===== config.mk =====
export PLATFORM = sky130hd
export DESIGN_NAME = srr_readout
export DESIGN_NICKNAME = d
export VERILOG_FILES = /design/src/rtl/srr_pkg.sv /design/src/rtl/srr_readout.sv
export SDC_FILE = /design/constraint.sdc
export NUM_CORES = 1
export LEC_CHECK = 0
export CAP_MARGIN = 20
export CORE_AREA = 2 2 84 78
export CTS_BUF_LIST = sky130_fd_sc_hd__clkbuf_2 sky130_fd_sc_hd__clkbuf_4 sky130_fd_sc_hd__clkbuf_8
export DETAILED_ROUTE_END_ITERATION = 6
export DIE_AREA = 0 0 86 80
export DONT_BUFFER_PORTS = 1
export PLACE_DENSITY = 0.78
export SLEW_MARGIN = 10
export SYNTH_ARGS = -nofsm -noshare
export SYNTH_HDL_FRONTEND = slang
export SYNTH_SLANG_ARGS = --single-unit

===== constraint.sdc =====
create_clock -name clock -period 4.6 [get_ports clock]
set_input_delay 0.46 -clock clock [delete_from_list [all_inputs] [get_ports clock]]
set_output_delay 0.46 -clock clock [all_outputs]
set_load 0.1 [all_outputs]

===== src/rtl/srr_pkg.sv =====
// constants for the sensor result readout register group
package srr_pkg;

  // ---------------------------------------------------------------
  // register addresses (command byte pointer)
  // ---------------------------------------------------------------
  localparam int PTR_W = 5;
  localparam logic [4:0] ADDR_REVISION = 5'h11;
  localparam logic [4:0] ADDR_PART_ID = 5'h12;
  localparam logic [4:0] ADDR_FLAGS = 5'h13;
  localparam logic [4:0] ADDR_CH0_LOW = 5'h14;
  localparam logic [4:0] ADDR_CH0_HIGH = 5'h15;
  localparam logic [4:0] ADDR_CH1_LOW = 5'h16;
  localparam logic [4:0] ADDR_CH1_HIGH = 5'h17;
  localparam logic [4:0] ADDR_NEAR_LOW = 5'h18;
  localparam logic [4:0] ADDR_NEAR_HIGH = 5'h19;
  localparam int NUM_RESULTS = 3;

  // ---------------------------------------------------------------
  // status field positions
  // ---------------------------------------------------------------
  localparam int FLAG_NEAR_IRQ = 5;
  localparam int FLAG_LIGHT_IRQ = 4;
  localparam int FLAG_NEAR_READY = 1;
  localparam int FLAG_LIGHT_READY = 0;

  // ---------------------------------------------------------------
  // identity values (arbitrary, neutral) and bus address
  // ---------------------------------------------------------------
  localparam logic [7:0] REVISION_VALUE = 8'h5A; // arbitrary value
  localparam logic [7:0] PART_ID_VALUE = 8'hC3; // arbitrary value
  localparam logic [6:0] BUS_ADDRESS = 7'h4A; // arbitrary value

  // ---------------------------------------------------------------
  // reset values and counts
  // ---------------------------------------------------------------
  localparam logic [7:0] BYTE_RESET = 8'h00;
  localparam logic [3:0] BITS_PER_BYTE = 4'h8;
  localparam logic [3:0] LAST_TX_BIT = 4'h7;

  // serial engine states
  typedef enum logic [2:0] {
    ST_IDLE = 3'b000,
    ST_RX = 3'b001,
    ST_ACK = 3'b010,
    ST_TX = 3'b011,
    ST_MACK = 3'b100
  } srr_state_t;

  // meaning of the byte being received
  typedef enum logic [1:0] {
    KIND_ADDR = 2'b00,
    KIND_CMD = 2'b01,
    KIND_DATA = 2'b10
  } srr_kind_t;

endpackage


===== src/rtl/srr_readout.sv =====
// serial slave serving the identification, status and result registers
`timescale 1ns/1ps

module srr_readout
  import srr_pkg::*;
(
  input wire logic clock,
  input wire logic arst_n,
  input wire logic scl,
  input wire logic sda_i,
  output logic sda_o,
  output logic sda_oe,
  input wire logic [15:0] light_ch0_data,
  input wire logic [15:0] light_ch1_data,
  input wire logic [15:0] near_object_data,
  input wire logic near_object_irq_flag,
  input wire logic light_irq_flag,
  input wire logic near_object_result_ready,
  input wire logic light_result_ready
);

  // ---------------------------------------------------------------
  // pin synchronisers and bus events
  // ---------------------------------------------------------------
  logic scl_meta_reg, scl_sync_reg, scl_prev_reg;
  logic sda_meta_reg, sda_sync_reg, sda_prev_reg;
  logic scl_rise, scl_fall, bus_start, bus_stop;

  // two flops per pin, then a history flop for edge finding
  always_ff @(posedge clock or negedge arst_n) begin
    if (!arst_n) begin
      scl_meta_reg <= 1'b1;
      scl_sync_reg <= 1'b1;
      scl_prev_reg <= 1'b1;
      sda_meta_reg <= 1'b1;
      sda_sync_reg <= 1'b1;
      sda_prev_reg <= 1'b1;
    end else begin
      scl_meta_reg <= scl;
      scl_sync_reg <= scl_meta_reg;
      scl_prev_reg <= scl_sync_reg;
      sda_meta_reg <= sda_i;
      sda_sync_reg <= sda_meta_reg;
      sda_prev_reg <= sda_sync_reg;
    end
  end

  // edges and start/stop conditions
  assign scl_rise = scl_sync_reg && !scl_prev_reg;
  assign scl_fall = !scl_sync_reg && scl_prev_reg;
  assign bus_start = scl_sync_reg && scl_prev_reg && sda_prev_reg && !sda_sync_reg;
  assign bus_stop = scl_sync_reg && scl_prev_reg && !sda_prev_reg && sda_sync_reg;

  // ---------------------------------------------------------------
  // serial engine
  // ---------------------------------------------------------------
  srr_state_t state_reg;
  srr_kind_t kind_reg;
  logic [3:0] bit_cnt_reg;
  logic [7:0] rx_reg;
  logic [7:0] tx_reg;
  logic [PTR_W-1:0] ptr_reg;
  logic rw_reg;
  logic mack_reg;
  logic load_en;
  logic [7:0] read_byte;
  logic [7:0] flags_byte;
  logic [15:0] result [NUM_RESULTS];
  logic [7:0] shadow_reg [NUM_RESULTS];

  // a byte is fetched after a read address ack or a master ack
  assign load_en = scl_fall && ((state_reg == ST_ACK && rw_reg && kind_reg == KIND_ADDR) ||
                                (state_reg == ST_MACK && !mack_reg));

  // byte sequencing state machine
  always_ff @(posedge clock or negedge arst_n) begin
    if (!arst_n) begin
      state_reg <= ST_IDLE;
      kind_reg <= KIND_ADDR;
      bit_cnt_reg <= 4'h0;
      rx_reg <= BYTE_RESET;
      rw_reg <= 1'b0;
      mack_reg <= 1'b1;
    end else if (bus_start) begin
      state_reg <= ST_RX;
      kind_reg <= KIND_ADDR;
      bit_cnt_reg <= 4'h0;
    end else if (bus_stop) begin
      state_reg <= ST_IDLE;
    end else begin
      case (state_reg)
        ST_RX: begin
          if (scl_rise && bit_cnt_reg != BITS_PER_BYTE) begin
            rx_reg <= {rx_reg[6:0], sda_sync_reg};
            bit_cnt_reg <= bit_cnt_reg + 4'h1;
          end else if (scl_fall && bit_cnt_reg == BITS_PER_BYTE) begin
            if (kind_reg != KIND_ADDR || rx_reg[7:1] == BUS_ADDRESS) begin
              state_reg <= ST_ACK;
            end else begin
              state_reg <= ST_IDLE; // not our address
            end
            if (kind_reg == KIND_ADDR) begin
              rw_reg <= rx_reg[0];
            end
          end
        end
        ST_ACK: begin
          if (scl_fall) begin
            bit_cnt_reg <= 4'h0;
            if (rw_reg && kind_reg == KIND_ADDR) begin
              state_reg <= ST_TX;
            end else begin
              state_reg <= ST_RX;
              kind_reg <= (kind_reg == KIND_ADDR) ? KIND_CMD : KIND_DATA;
            end
          end
        end
        ST_TX: begin
          if (scl_fall) begin
            if (bit_cnt_reg == LAST_TX_BIT) begin
              state_reg <= ST_MACK;
            end else begin
              bit_cnt_reg <= bit_cnt_reg + 4'h1;
            end
          end
        end
        ST_MACK: begin
          if (scl_rise) begin
            mack_reg <= sda_sync_reg;
          end else if (scl_fall) begin
            bit_cnt_reg <= 4'h0;
            state_reg <= mack_reg ? ST_IDLE : ST_TX;
          end
        end
        default: begin
          state_reg <= ST_IDLE;
        end
      endcase
    end
  end

  // register pointer: set by the command byte, stepped per read byte;
  // data bytes of a write are acknowledged and dropped
  always_ff @(posedge clock or negedge arst_n) begin
    if (!arst_n) begin
      ptr_reg <= 5'h00;
    end else if (state_reg == ST_RX && kind_reg == KIND_CMD && scl_fall &&
                 bit_cnt_reg == BITS_PER_BYTE) begin
      ptr_reg <= rx_reg[PTR_W-1:0];
    end else if (load_en) begin
      ptr_reg <= ptr_reg + 5'h01;
    end
  end

  // transmit shifter, msb first
  always_ff @(posedge clock or negedge arst_n) begin
    if (!arst_n) begin
      tx_reg <= BYTE_RESET;
    end else if (load_en) begin
      tx_reg <= read_byte;
    end else if (state_reg == ST_TX && scl_fall && bit_cnt_reg != LAST_TX_BIT) begin
      tx_reg <= {tx_reg[6:0], 1'b0};
    end
  end

  // open-drain drive: low for ack or for a zero data bit
  always_ff @(posedge clock or negedge arst_n) begin
    if (!arst_n) begin
      sda_oe <= 1'b0;
    end else begin
      sda_oe <= (state_reg == ST_ACK) || (state_reg == ST_TX && !tx_reg[7]);
    end
  end
  assign sda_o = 1'b0;

  // ---------------------------------------------------------------
  // result shadows, one per 16-bit result
  // ---------------------------------------------------------------
  assign result[0] = light_ch0_data;
  assign result[1] = light_ch1_data;
  assign result[2] = near_object_data;

  genvar gi;
  generate
    for (gi = 0; gi < NUM_RESULTS; gi++) begin : g_shadow
      localparam logic [4:0] LOW_ADDR = ADDR_CH0_LOW + 5'(2 * gi);
      // only a low byte fetch reloads the shadow; writes never do
      always_ff @(posedge clock or negedge arst_n) begin
        if (!arst_n) begin
          shadow_reg[gi] <= BYTE_RESET;
        end else if (load_en && ptr_reg == LOW_ADDR) begin
          shadow_reg[gi] <= result[gi][15:8];
        end
      end

      shadow_latch_a: assert property (@(posedge clock) disable iff (!arst_n)
        load_en && ptr_reg == LOW_ADDR |=> shadow_reg[gi] == $past(result[gi][15:8]))
        else $error("shadow not loaded on low byte fetch");
      low_byte_a: assert property (@(posedge clock) disable iff (!arst_n)
        load_en && ptr_reg == LOW_ADDR |=> tx_reg == $past(result[gi][7:0]))
        else $error("low byte fetch returned wrong data");
      high_shadow_a: assert property (@(posedge clock) disable iff (!arst_n)
        load_en && ptr_reg == LOW_ADDR + 5'h01 |=> tx_reg == $past(shadow_reg[gi]))
        else $error("high byte not served from shadow");
      shadow_hold_a: assert property (@(posedge clock) disable iff (!arst_n)
        !load_en |=> $stable(shadow_reg[gi]))
        else $error("shadow changed without a read fetch");
    end
  endgenerate

  // ---------------------------------------------------------------
  // read data selection
  // ---------------------------------------------------------------
  // status byte, reserved bits read as zero
  assign flags_byte = {2'b00, near_object_irq_flag, light_irq_flag,
                       2'b00, near_object_result_ready, light_result_ready};

  // address decode, high bytes answer from their shadow, unmapped reads give zero
  always_comb begin
    if (ptr_reg == ADDR_REVISION) begin
      read_byte = REVISION_VALUE;
    end else if (ptr_reg == ADDR_PART_ID) begin
      read_byte = PART_ID_VALUE;
    end else if (ptr_reg == ADDR_FLAGS) begin
      read_byte = flags_byte;
    end else if (ptr_reg == ADDR_CH0_LOW) begin
      read_byte = light_ch0_data[7:0];
    end else if (ptr_reg == ADDR_CH1_LOW) begin
      read_byte = light_ch1_data[7:0];
    end else if (ptr_reg == ADDR_NEAR_LOW) begin
      read_byte = near_object_data[7:0];
    end else if (ptr_reg == ADDR_CH0_HIGH) begin
      read_byte = shadow_reg[0];
    end else if (ptr_reg == ADDR_CH1_HIGH) begin
      read_byte = shadow_reg[1];
    end else if (ptr_reg == ADDR_NEAR_HIGH) begin
      read_byte = shadow_reg[2];
    end else begin
      read_byte = BYTE_RESET;
    end
  end

  // ---------------------------------------------------------------
  // checks
  // ---------------------------------------------------------------
  revision_read_a: assert property (@(posedge clock) disable iff (!arst_n)
    load_en && ptr_reg == ADDR_REVISION |=> tx_reg == REVISION_VALUE)
    else $error("revision byte wrong");
  part_id_read_a: assert property (@(posedge clock) disable iff (!arst_n)
    load_en && ptr_reg == ADDR_PART_ID |=> tx_reg == PART_ID_VALUE)
    else $error("part code wrong");
  status_reserved_a: assert property (@(posedge clock) disable iff (!arst_n)
    load_en && ptr_reg == ADDR_FLAGS |=> tx_reg[7:6] == 2'b00 && tx_reg[3:2] == 2'b00)
    else $error("reserved status bits not zero");
  near_irq_bit_a: assert property (@(posedge clock) disable iff (!arst_n)
    load_en && ptr_reg == ADDR_FLAGS |=> tx_reg[FLAG_NEAR_IRQ] == $past(near_object_irq_flag))
    else $error("near-object interrupt bit wrong");
  light_irq_bit_a: assert property (@(posedge clock) disable iff (!arst_n)
    load_en && ptr_reg == ADDR_FLAGS |=> tx_reg[FLAG_LIGHT_IRQ] == $past(light_irq_flag))
    else $error("light interrupt bit wrong");
  near_ready_bit_a: assert property (@(posedge clock) disable iff (!arst_n)
    load_en && ptr_reg == ADDR_FLAGS |=>
      tx_reg[FLAG_NEAR_READY] == $past(near_object_result_ready))
    else $error("near-object ready bit wrong");
  light_ready_bit_a: assert property (@(posedge clock) disable iff (!arst_n)
    load_en && ptr_reg == ADDR_FLAGS |=>
      tx_reg[FLAG_LIGHT_READY] == $past(light_result_ready))
    else $error("light ready bit wrong");
  near_high_a: assert property (@(posedge clock) disable iff (!arst_n)
    load_en && ptr_reg == ADDR_NEAR_LOW |=> ptr_reg == ADDR_NEAR_HIGH)
    else $error("pointer did not step from near-object low to high byte");

  status_read_c: cover property (@(posedge clock) disable iff (!arst_n)
    load_en && ptr_reg == ADDR_FLAGS);
  word_read_c: cover property (@(posedge clock) disable iff (!arst_n)
    load_en && ptr_reg == ADDR_CH0_LOW ##[1:400] load_en && ptr_reg == ADDR_CH0_HIGH);
  write_data_c: cover property (@(posedge clock) disable iff (!arst_n)
    state_reg == ST_RX && kind_reg == KIND_DATA && scl_fall && bit_cnt_reg == BITS_PER_BYTE);

endmodule


==> metrics.csv, run 1 <==
metric,value,unit
P per Cell Area,340,nW/um^2
setup tns final,0,ns
pin count of the biggest net entering global routing,64,
ANT cells,0,
grt ovf,0,
most frequent cells in the layout,"dfrtp_1, a21oi_1, mux2_1",
CTS tree,built,
Ports,58,
Worst Path Arrival,2.62,ns
max reg flops,24,
initial DRC count,308,
height of the die,80,um
Via Count,2976,
total die area,6880,sq um
Initial Util,0.619,
Syn Nets,434,
Mean Syn Cell Area,9.95,sq um
# H-tree levels,3,
nets@finish,427,
Worst IR Drop VDD,252,uV
Rel. slew slack,0.427,
Crit path required time,4.81,ns
share of post-route cells with drive strength above 1,0.122,
Lkg Pwr,1.71,nW
Final Wtd Congestion,0.960,
setup violators final,0,
Comb power frac,0.100,
Peak Freq,415,MHz
Clk pwr share,0.405,
Post-synth top flop,dfrtp_1,
"Period Utilization, post-route",0.524,
DRC violations left,0,
post-CTS setup repair buffer count,0,
first drt pass iteration count,5,
Synth Register Bits,63,
Mapped Cells,372,
"Async S/R FF share, synth",1.00,
worst min-delay path category,in -> reg,
sequential area share after synthesis,0.428,
switching share of power,0.253,
Via density,6.73,
synthesis-to-finish area growth,7.07,%
placed cell area,3700,sq um
Core ar.,5980,sq um
clock latency on the worst-skew pair,0.36,ns
"EDFF count, synth",0,
Crit Path Category,reg -> reg,
post-route ant nets,0,
switching pwr,0.341,mW
root buf cell,clkbuf_8,
Total GRT Usage,0.273,
Max Transition Viols Final,0,
mapped cell area,3700,sq um
global-route wire length before repair,14.2,mm
Worst Skew,0.00745,ns
Max Cap Viol,0,
CP Capture Type,register,
final hold violation count,0,
# rows,27,
HPWL after detailed placement,6.35,mm
Fin Hold WS,0.0993,ns
RSZ-0062 raised after global routing,no,
total CTS buffers,9,
CP Launch Type,register,
antenna violations before repair,0,
CTS sink count,63,
I/O Buffers,0,
Die Wd,86,um
final core occ,0.662,
"most common cell after layout, fill and taps aside",dfrtp_1,
# resized after CTS,0,
internal power,1.01,mW
Clock transition at path regs,0.07,ns
Reg power frac,0.495,
routed wire length,8.84,mm
number of global-route vias before repair,2732,
Yosys cell types,62,
Yosys warnings,0,
CP max FO,19,
Tmin final,2.41,ns
DR WL/cell,20.0,um
Finished Cell Area,3960,sq um
Clock Tree Buf Depth,2,
run status,completed,
worst slew pin tran,0.860,ns
final timing paths:
path,start,endpoint,slack [ns],cells after the start
min reg2reg,sda_meta_reg,sda_sync_reg,0.35,0
max in group asynchronous,arst_n,sda_meta_reg,3.63,2
min in group asynchronous,arst_n,shadow_reg[2],0.67,2
max,ptr_reg[0],tx_reg[1],2.19,7
max reg2reg,ptr_reg[0],tx_reg[1],2.19,7
min,scl,scl_meta_reg,0.1,0
cells in the mapped netlist, types with 2 or more instances:
cell	instances	area, sq um
and4b_1	5	50.1
buf_4	2	15.0
o221ai_1	3	26.3
or4_1	2	15.0
dfrtp_1	56	1400
o2111ai_1	4	35.0
nor2_4	3	33.8
buf_1	4	15.0
a31oi_1	6	37.5
a221oi_1	5	43.8
dfstp_2	7	184
a32oi_1	3	26.3
inv_1	13	48.8
xor2_1	3	26.3
nand3b_1	10	75.1
nand3_1	12	60.1
nor2b_1	7	43.8
o22ai_1	11	68.8
a21oi_1	29	145
a221o_1	4	40.0
ha_1	6	75.1
buf_2	3	15.0
nor3_1	5	25.0
mux2i_1	3	30.0
a21o_1	5	37.5
and3b_1	4	35.0
nor3b_2	2	25.0
nand2_1	22	82.6
o21ai_1	3	15.0
clkbuf_1	10	37.5
o21ai_0	21	105
nand2b_1	11	68.8
nor2_1	20	75.1
mux2_2	10	113
mux2_1	24	270
nand4b_1	4	35.0
a22oi_1	4	30.0
xnor2_1	2	17.5
power groups by stage:
stage / Combinational (mW) / Sequential (mW) / Clock, mW
6_report: 0.135 / 0.667 / 0.545
5_1_grt: 0.154 / 0.675 / 0.577
4_1_cts: 0.137 / 0.666 / 0.553
3_5_place_dp: 0.122 / 0.676 / 0
3_3_place_gp: 0.118 / 0.672 / 0
2_1_floorplan: 0.113 / 0.657 / 0
critical path, cell delays in order, from the launching register on:
cell and delay, ns:
dfrtp_1 0.42, inv_1 0.13, ha_1 0.62, nand4b_1 0.35
o22ai_1 0.28, a221oi_1 0.11, a221oi_1 0.29, a211oi_1 0.07
routing by layer:
layer,global-route usage,wire length (um),vias up
met1,0.399,4090,1461
met5,0,0,-
met2,0.381,3910,123
met3,0.0920,758,9
met4,0.0810,82,0
li1,-,-,1383
metrics by stage:
stage | std cells | setup slack (ns) | power (mW)
floorplan | 372 | 2.64 | 0.770
global placement | 424 | 2.33 | 0.790
detailed placement | 424 | 2.27 | 0.798
CTS | 442 | 2.26 | 1.36
global route | 442 | 1.99 | 1.41
finish | 442 | 2.19 | 1.35
kinds of logic (layout without fill, tap and decap cells):
kind of cell / after synthesis / after routing / share of synthesized area
fa+ha+maj: 6 / 6 / 0.0203
buf+inv: 33 / 31 / 0.0386
other cells: 1 / 1 / 0.00101
xor+xnor: 5 / 5 / 0.0118
mux: 37 / 37 / 0.112
flops: 63 / 63 / 0.428
compound gates: 109 / 109 / 0.192
simple gates: 118 / 118 / 0.196
timing repair:
action	in CTS	in global routing
hold buffers	2	0
endpoints found under the setup margin	0	0
endpoints found under the hold margin	63	0
area by class of cell:
class | count | area (sq um)
fillers | 452 | 2020
multi-input cells | 276 | 1970
inverters | 13 | 48.8
clock buffers | 11 | 145
flip-flops and latches | 63 | 1590
clock inverters | 5 | 82.6
repair buffers | 2 | 37.5
well taps | 72 | 90.1
Note: power is estimated with default switching activity, not from simulation.
==> run 2, diff against run 1 <==
Clock period 4.6 ns to 2.23 ns, I/O delays scaled along.
==> metrics.csv, run 2 (synthesis gave the netlist of run 1 again) <==
metric,value,unit
post-CTS setup repair buffer count,0,
I/O Buffers,0,
grt ovf,0,
pin count of the biggest net entering global routing,64,
total die area,6880,sq um
CP Capture Type,register,
Cells after DPL,439,
# rows,27,
Worst Skew,0.00748,ns
switching share of power,0.283,
most frequent cells in the layout,"dfrtp_1, a21oi_1, mux2_1",
Via density,6.65,
"most common cell after layout, fill and taps aside",dfrtp_1,
first drt pass iteration count,5,
CP peak stage delay,0.49,ns
routed wire length,9.40,mm
worst min-delay path category,in -> reg,
"CP delay by family, top",compound AO/OA/AOI/OAI gates,
DRC violations left,0,
Crit. Startpoint,ptr_reg[0],
Bufs and invs on worst path,1,
Clk pwr share,0.350,
ANT cells,0,
Final Non-Filler Cells,479,
run status,completed,
Total GRT Usage,0.293,
antenna violations before repair,0,
Ports,58,
final hold violation count,0,
Worst IR Drop VDD,568,uV
setup tns final,0,ns
Max Transition Viols Final,0,
worst slew pin tran,0.861,ns
root buf cell,clkbuf_8,
Via Count,3187,
CP Launch Type,register,
initial DRC count,347,
setup violators final,0,
Crit path required time,2.47,ns
Clock transition at path regs,0.07,ns
Rel. slew slack,0.427,
Reg power frac,0.522,
Comb power frac,0.128,
fillcell total,421,
post-route ant nets,0,
HP Start,light_ch0_data[13],
CP cell instances,inv_1 > ha_1 > nor2b_1 > nor3_1 > o2111ai_1 > a221oi_1 > a221o_1,
Initial Util,0.619,
CTS tree,built,
internal power,1.88,mW
RSZ-0062 raised after global routing,no,
Worst Path Arrival,2.39,ns
Tmin final,2.15,ns
CTS sink count,63,
number of global-route vias before repair,2990,
max reg flops,24,
# H-tree levels,3,
share of post-route cells with drive strength above 1,0.155,
clock latency on the worst-skew pair,0.36,ns
synthesis-to-finish area growth,15.0,%
Peak Freq,465,MHz
CP max FO,12,
global-route wire length before repair,15.0,mm
HPWL after detailed placement,6.51,mm
Final Wtd Congestion,0.983,
Core ar.,5980,sq um
RR Startpoint,ptr_reg[0],
Crit Path Category,reg -> reg,
nets@finish,464,
P per Cell Area,615,nW/um^2
"Period Utilization, post-route",0.965,
switching pwr,0.740,mW
height of the die,80,um
Die Wd,86,um
Crit-path slowest cell,ha_1,
Max Cap Viol,0,
total CTS buffers,9,
Clock Tree Buf Depth,2,
DR WL/cell,19.6,um
Lkg Pwr,1.84,nW
==> run 2: repair_timing <==
action                                  4_1_cts  5_1_grt
hold endpoints to repair                     84        1
endpoints found under the setup margin        0       12
gates resized for setup                       0        3
hold buffers                                 23        1
==> run 2: through the flow <==
step | total power [mW] | instance area, sq um | setup slack, ns | hold slack [ns] | utilization
after detailed placement | 1.66 | 3810 | 0.0487 | -0.0703 | 0.637
after floorplan | 1.59 | 3700 | 0.274 | -0.0726 | -
after global placement | 1.64 | 3810 | 0.140 | -0.0705 | 0.637
after CTS | 2.63 | 4240 | 0.0383 | 0.00231 | 0.709
after global routing | 2.74 | 4260 | 0.00555 | 0.00438 | 0.712
final | 2.62 | 4260 | 0.0786 | 0.00661 | 0.712
==> run 2: final cells by class <==
type | count | area (sq um) | share of cell area
inverters | 13 | 48.8 | 0.0115
flip-flops and latches | 63 | 1590 | 0.373
clock buffers | 10 | 138 | 0.0323
well taps | 72 | 90.1 | 0.0212
multi-input cells | 276 | 1980 | 0.465
repair buffers | 39 | 370 | 0.0870
clock inverters | 6 | 45.0 | 0.0106
==> run 2: path summary, 6_finish.rpt <==
check                                 end  slack, ns  depth (start not counted)
max                             tx_reg[5]       0.08                          7
max in group asynchronous    scl_sync_reg       1.49                          2
min                        shadow_reg[21]      0.007                          1
min reg2reg                  scl_sync_reg       0.36                          0
min in group asynchronous   shadow_reg[6]       0.41                          2
max reg2reg                     tx_reg[5]       0.08                          7
==> run 2: metal layers <==
metal / track usage / routed length [um] / up-vias / share of wire
li1: - / - / 1458 / -
met1: 0.403 / 4170 / 1518 / 0.44
met2: 0.426 / 4180 / 186 / 0.45
met3: 0.0962 / 788 / 25 / 0.084
met4: 0.117 / 261 / 0 / 0.028
met5: 0 / 0 / - / 0
==> run 2: worst reg2reg max path: stages, from the launching register on <==
cell and delay (ns):
dfrtp_1 0.41, inv_1 0.13, ha_1 0.49, nor2b_1 0.22, nor3_1 0.07, o2111ai_1 0.30
a221oi_1 0.14, a221o_1 0.28
==> run 2: power groups by stage <==
stage	Sequential, mW	Combinational, mW	Clock [mW]
6_report	1.36	0.335	0.916
5_1_grt	1.39	0.374	0.978
4_1_cts	1.36	0.335	0.927
3_5_place_dp	1.39	0.275	0
3_3_place_gp	1.38	0.262	0
2_1_floorplan	1.35	0.233	0
==> run 3, diff against run 2 <==
Settings changed: CELL_PAD_IN_SITES_DETAIL_PLACEMENT set to 1, CELL_PAD_IN_SITES_GLOBAL_PLACEMENT set to 1, CORE_AREA 2 2 84 78 to 2 2 93 86, DIE_AREA 0 0 86 80 to 0 0 95 88, PLACE_DENSITY 0.78 to unset, PLACE_DENSITY_LB_ADDON set to 0.1.
==> metrics.csv, run 3 (synthesis gave the netlist of run 1 again) <==
metric,value,unit
run status,completed,
multi-input logic area,1990,sq um
Max Transition Viols Final,0,
grt peak-use layer,met2,
Clock transition at path regs,0.07,ns
pin count of the biggest net entering global routing,64,
Via Count,3147,
Cells after DPL,470,
synthesis-to-finish area growth,16.9,%
total CTS buffers,9,
share of post-route cells with drive strength above 1,0.178,
post-route ant nets,0,
post-CTS setup repair buffer count,0,
Clock Tree Buf Depth,2,
Initial Util,0.500,
Final Wtd Congestion,0.951,
max reg flops,24,
Worst Path Arrival,2.34,ns
Overall Power,2.71,mW
root buf cell,clkbuf_8,
nets@finish,466,
Worst Skew,0.00729,ns
CTS tree,built,
"Period Utilization, post-route",0.945,
ANT cells,0,
Crit Path Category,reg -> reg,
Crit path required time,2.46,ns
global-route wire length before repair,17.5,mm
Via density,6.23,
first drt pass iteration count,5,
number of global-route vias before repair,3257,
Max Cap Viol,0,
Worst IR Drop VDD,459,uV
Peak Freq,475,MHz
Ports,58,
DR WL/cell,21.4,um
CTS sink count,63,
met2 Track Usage GR,0.419,
Core ar.,7390,sq um
Rel. slew slack,0.420,
antenna violations before repair,0,
height of the die,88,um
Lkg Pwr,1.87,nW
"most common cell after layout, fill and taps aside",dfrtp_1,
# rows,30,
setup violators final,0,
CP Capture Type,register,
final hold violation count,0,
CP max FO,9,
most frequent cells in the layout,"dfrtp_1, a21oi_1, mux2_1",
RSZ-0062 raised after global routing,no,
Total GRT Usage,0.278,
P per Cell Area,627,nW/um^2
worst min-delay path category,in -> reg,
clock latency on the worst-skew pair,0.35,ns
Final Non-Filler Cells,505,
fillcell total,807,
grt ovf,0,
initial DRC count,319,
Reg area,1590,sq um
Tmin final,2.11,ns
HPWL after detailed placement,7.73,mm
I/O Buffers,0,
DRC violations left,0,
CP Launch Type,register,
met3 GRT Util,0.0731,
Die Wd,95,um
routed wire length,10.8,mm
# H-tree levels,3,
worst slew pin tran,0.870,ns
met1 Use GR,0.399,
total die area,8360,sq um
-- run 3: cell type report --
class | count | share of cell area
clock buffer | 9 | 0.0286
clock inverter | 7 | 0.0168
inverter | 13 | 0.0113
multi-input combinational | 276 | 0.459
sequential | 63 | 0.367
tap | 96 | 0.0278
timing repair buffer | 41 | 0.0891
-- run 3: what timing repair did --
| item | in CTS | in global routing |
|---|---|---|
| setup endpoints to repair | 2 | 18 |
| hold endpoints to repair | 76 | 4 |
| resized for setup | 1 | 5 |
| cloned | 0 | 0 |
| hold buffers | 15 | 4 |
-- run 3: final timing paths --
kind / start / to / slack (ns) / depth (start not counted)
hold reg to reg: scl_meta_reg / scl_sync_reg / 0.36 / 0
hold / removal: light_ch0_data[11] / shadow_reg[19] / 0.004 / 1
setup / recovery: state_reg[2] / shadow_reg[10] / 0.12 / 5
min in group asynchronous: arst_n / shadow_reg[15] / 0.40 / 2
setup reg to reg: state_reg[2] / shadow_reg[10] / 0.12 / 5
max in group asynchronous: arst_n / sda_sync_reg / 1.51 / 2
-- run 3: report_power, final --
part / internal, mW / switching [mW]
logic: 0.183 / 0.158
registers: 1.26 / 0.103
clock network: 0.517 / 0.491
total: 1.96 / 0.753
-- run 3: per-stage QoR --
stage          setup TNS [ns]   util  hold WS [ns]  setup slack (ns)  cell area [sq um]
2_1_floorplan               0      -       -0.0726             0.274               3700
3_3_place_gp                0  0.528       -0.0713             0.107               3900
3_5_place_dp          -0.0126  0.528       -0.0712          -0.00679               3900
4_1_cts                     0  0.577      0.000215            0.0571               4270
5_1_grt                     0  0.585       0.00278            0.0233               4320
6_report                    0  0.585       0.00437             0.123               4320
-- run 3: critical path, cell delays in order (launching register included) --
cell	delay, ns
dfrtp_2	0.45
or3b_1	0.45
nor3_4	0.29
nor2_4	0.13
nor2_4	0.30
mux2_1	0.38
-- run 3: per-layer routing --
layer,share of wire,up-vias
met5,0,-
met3,0.069,22
met4,0.020,0
met2,0.46,116
li1,-,1456
met1,0.45,1553
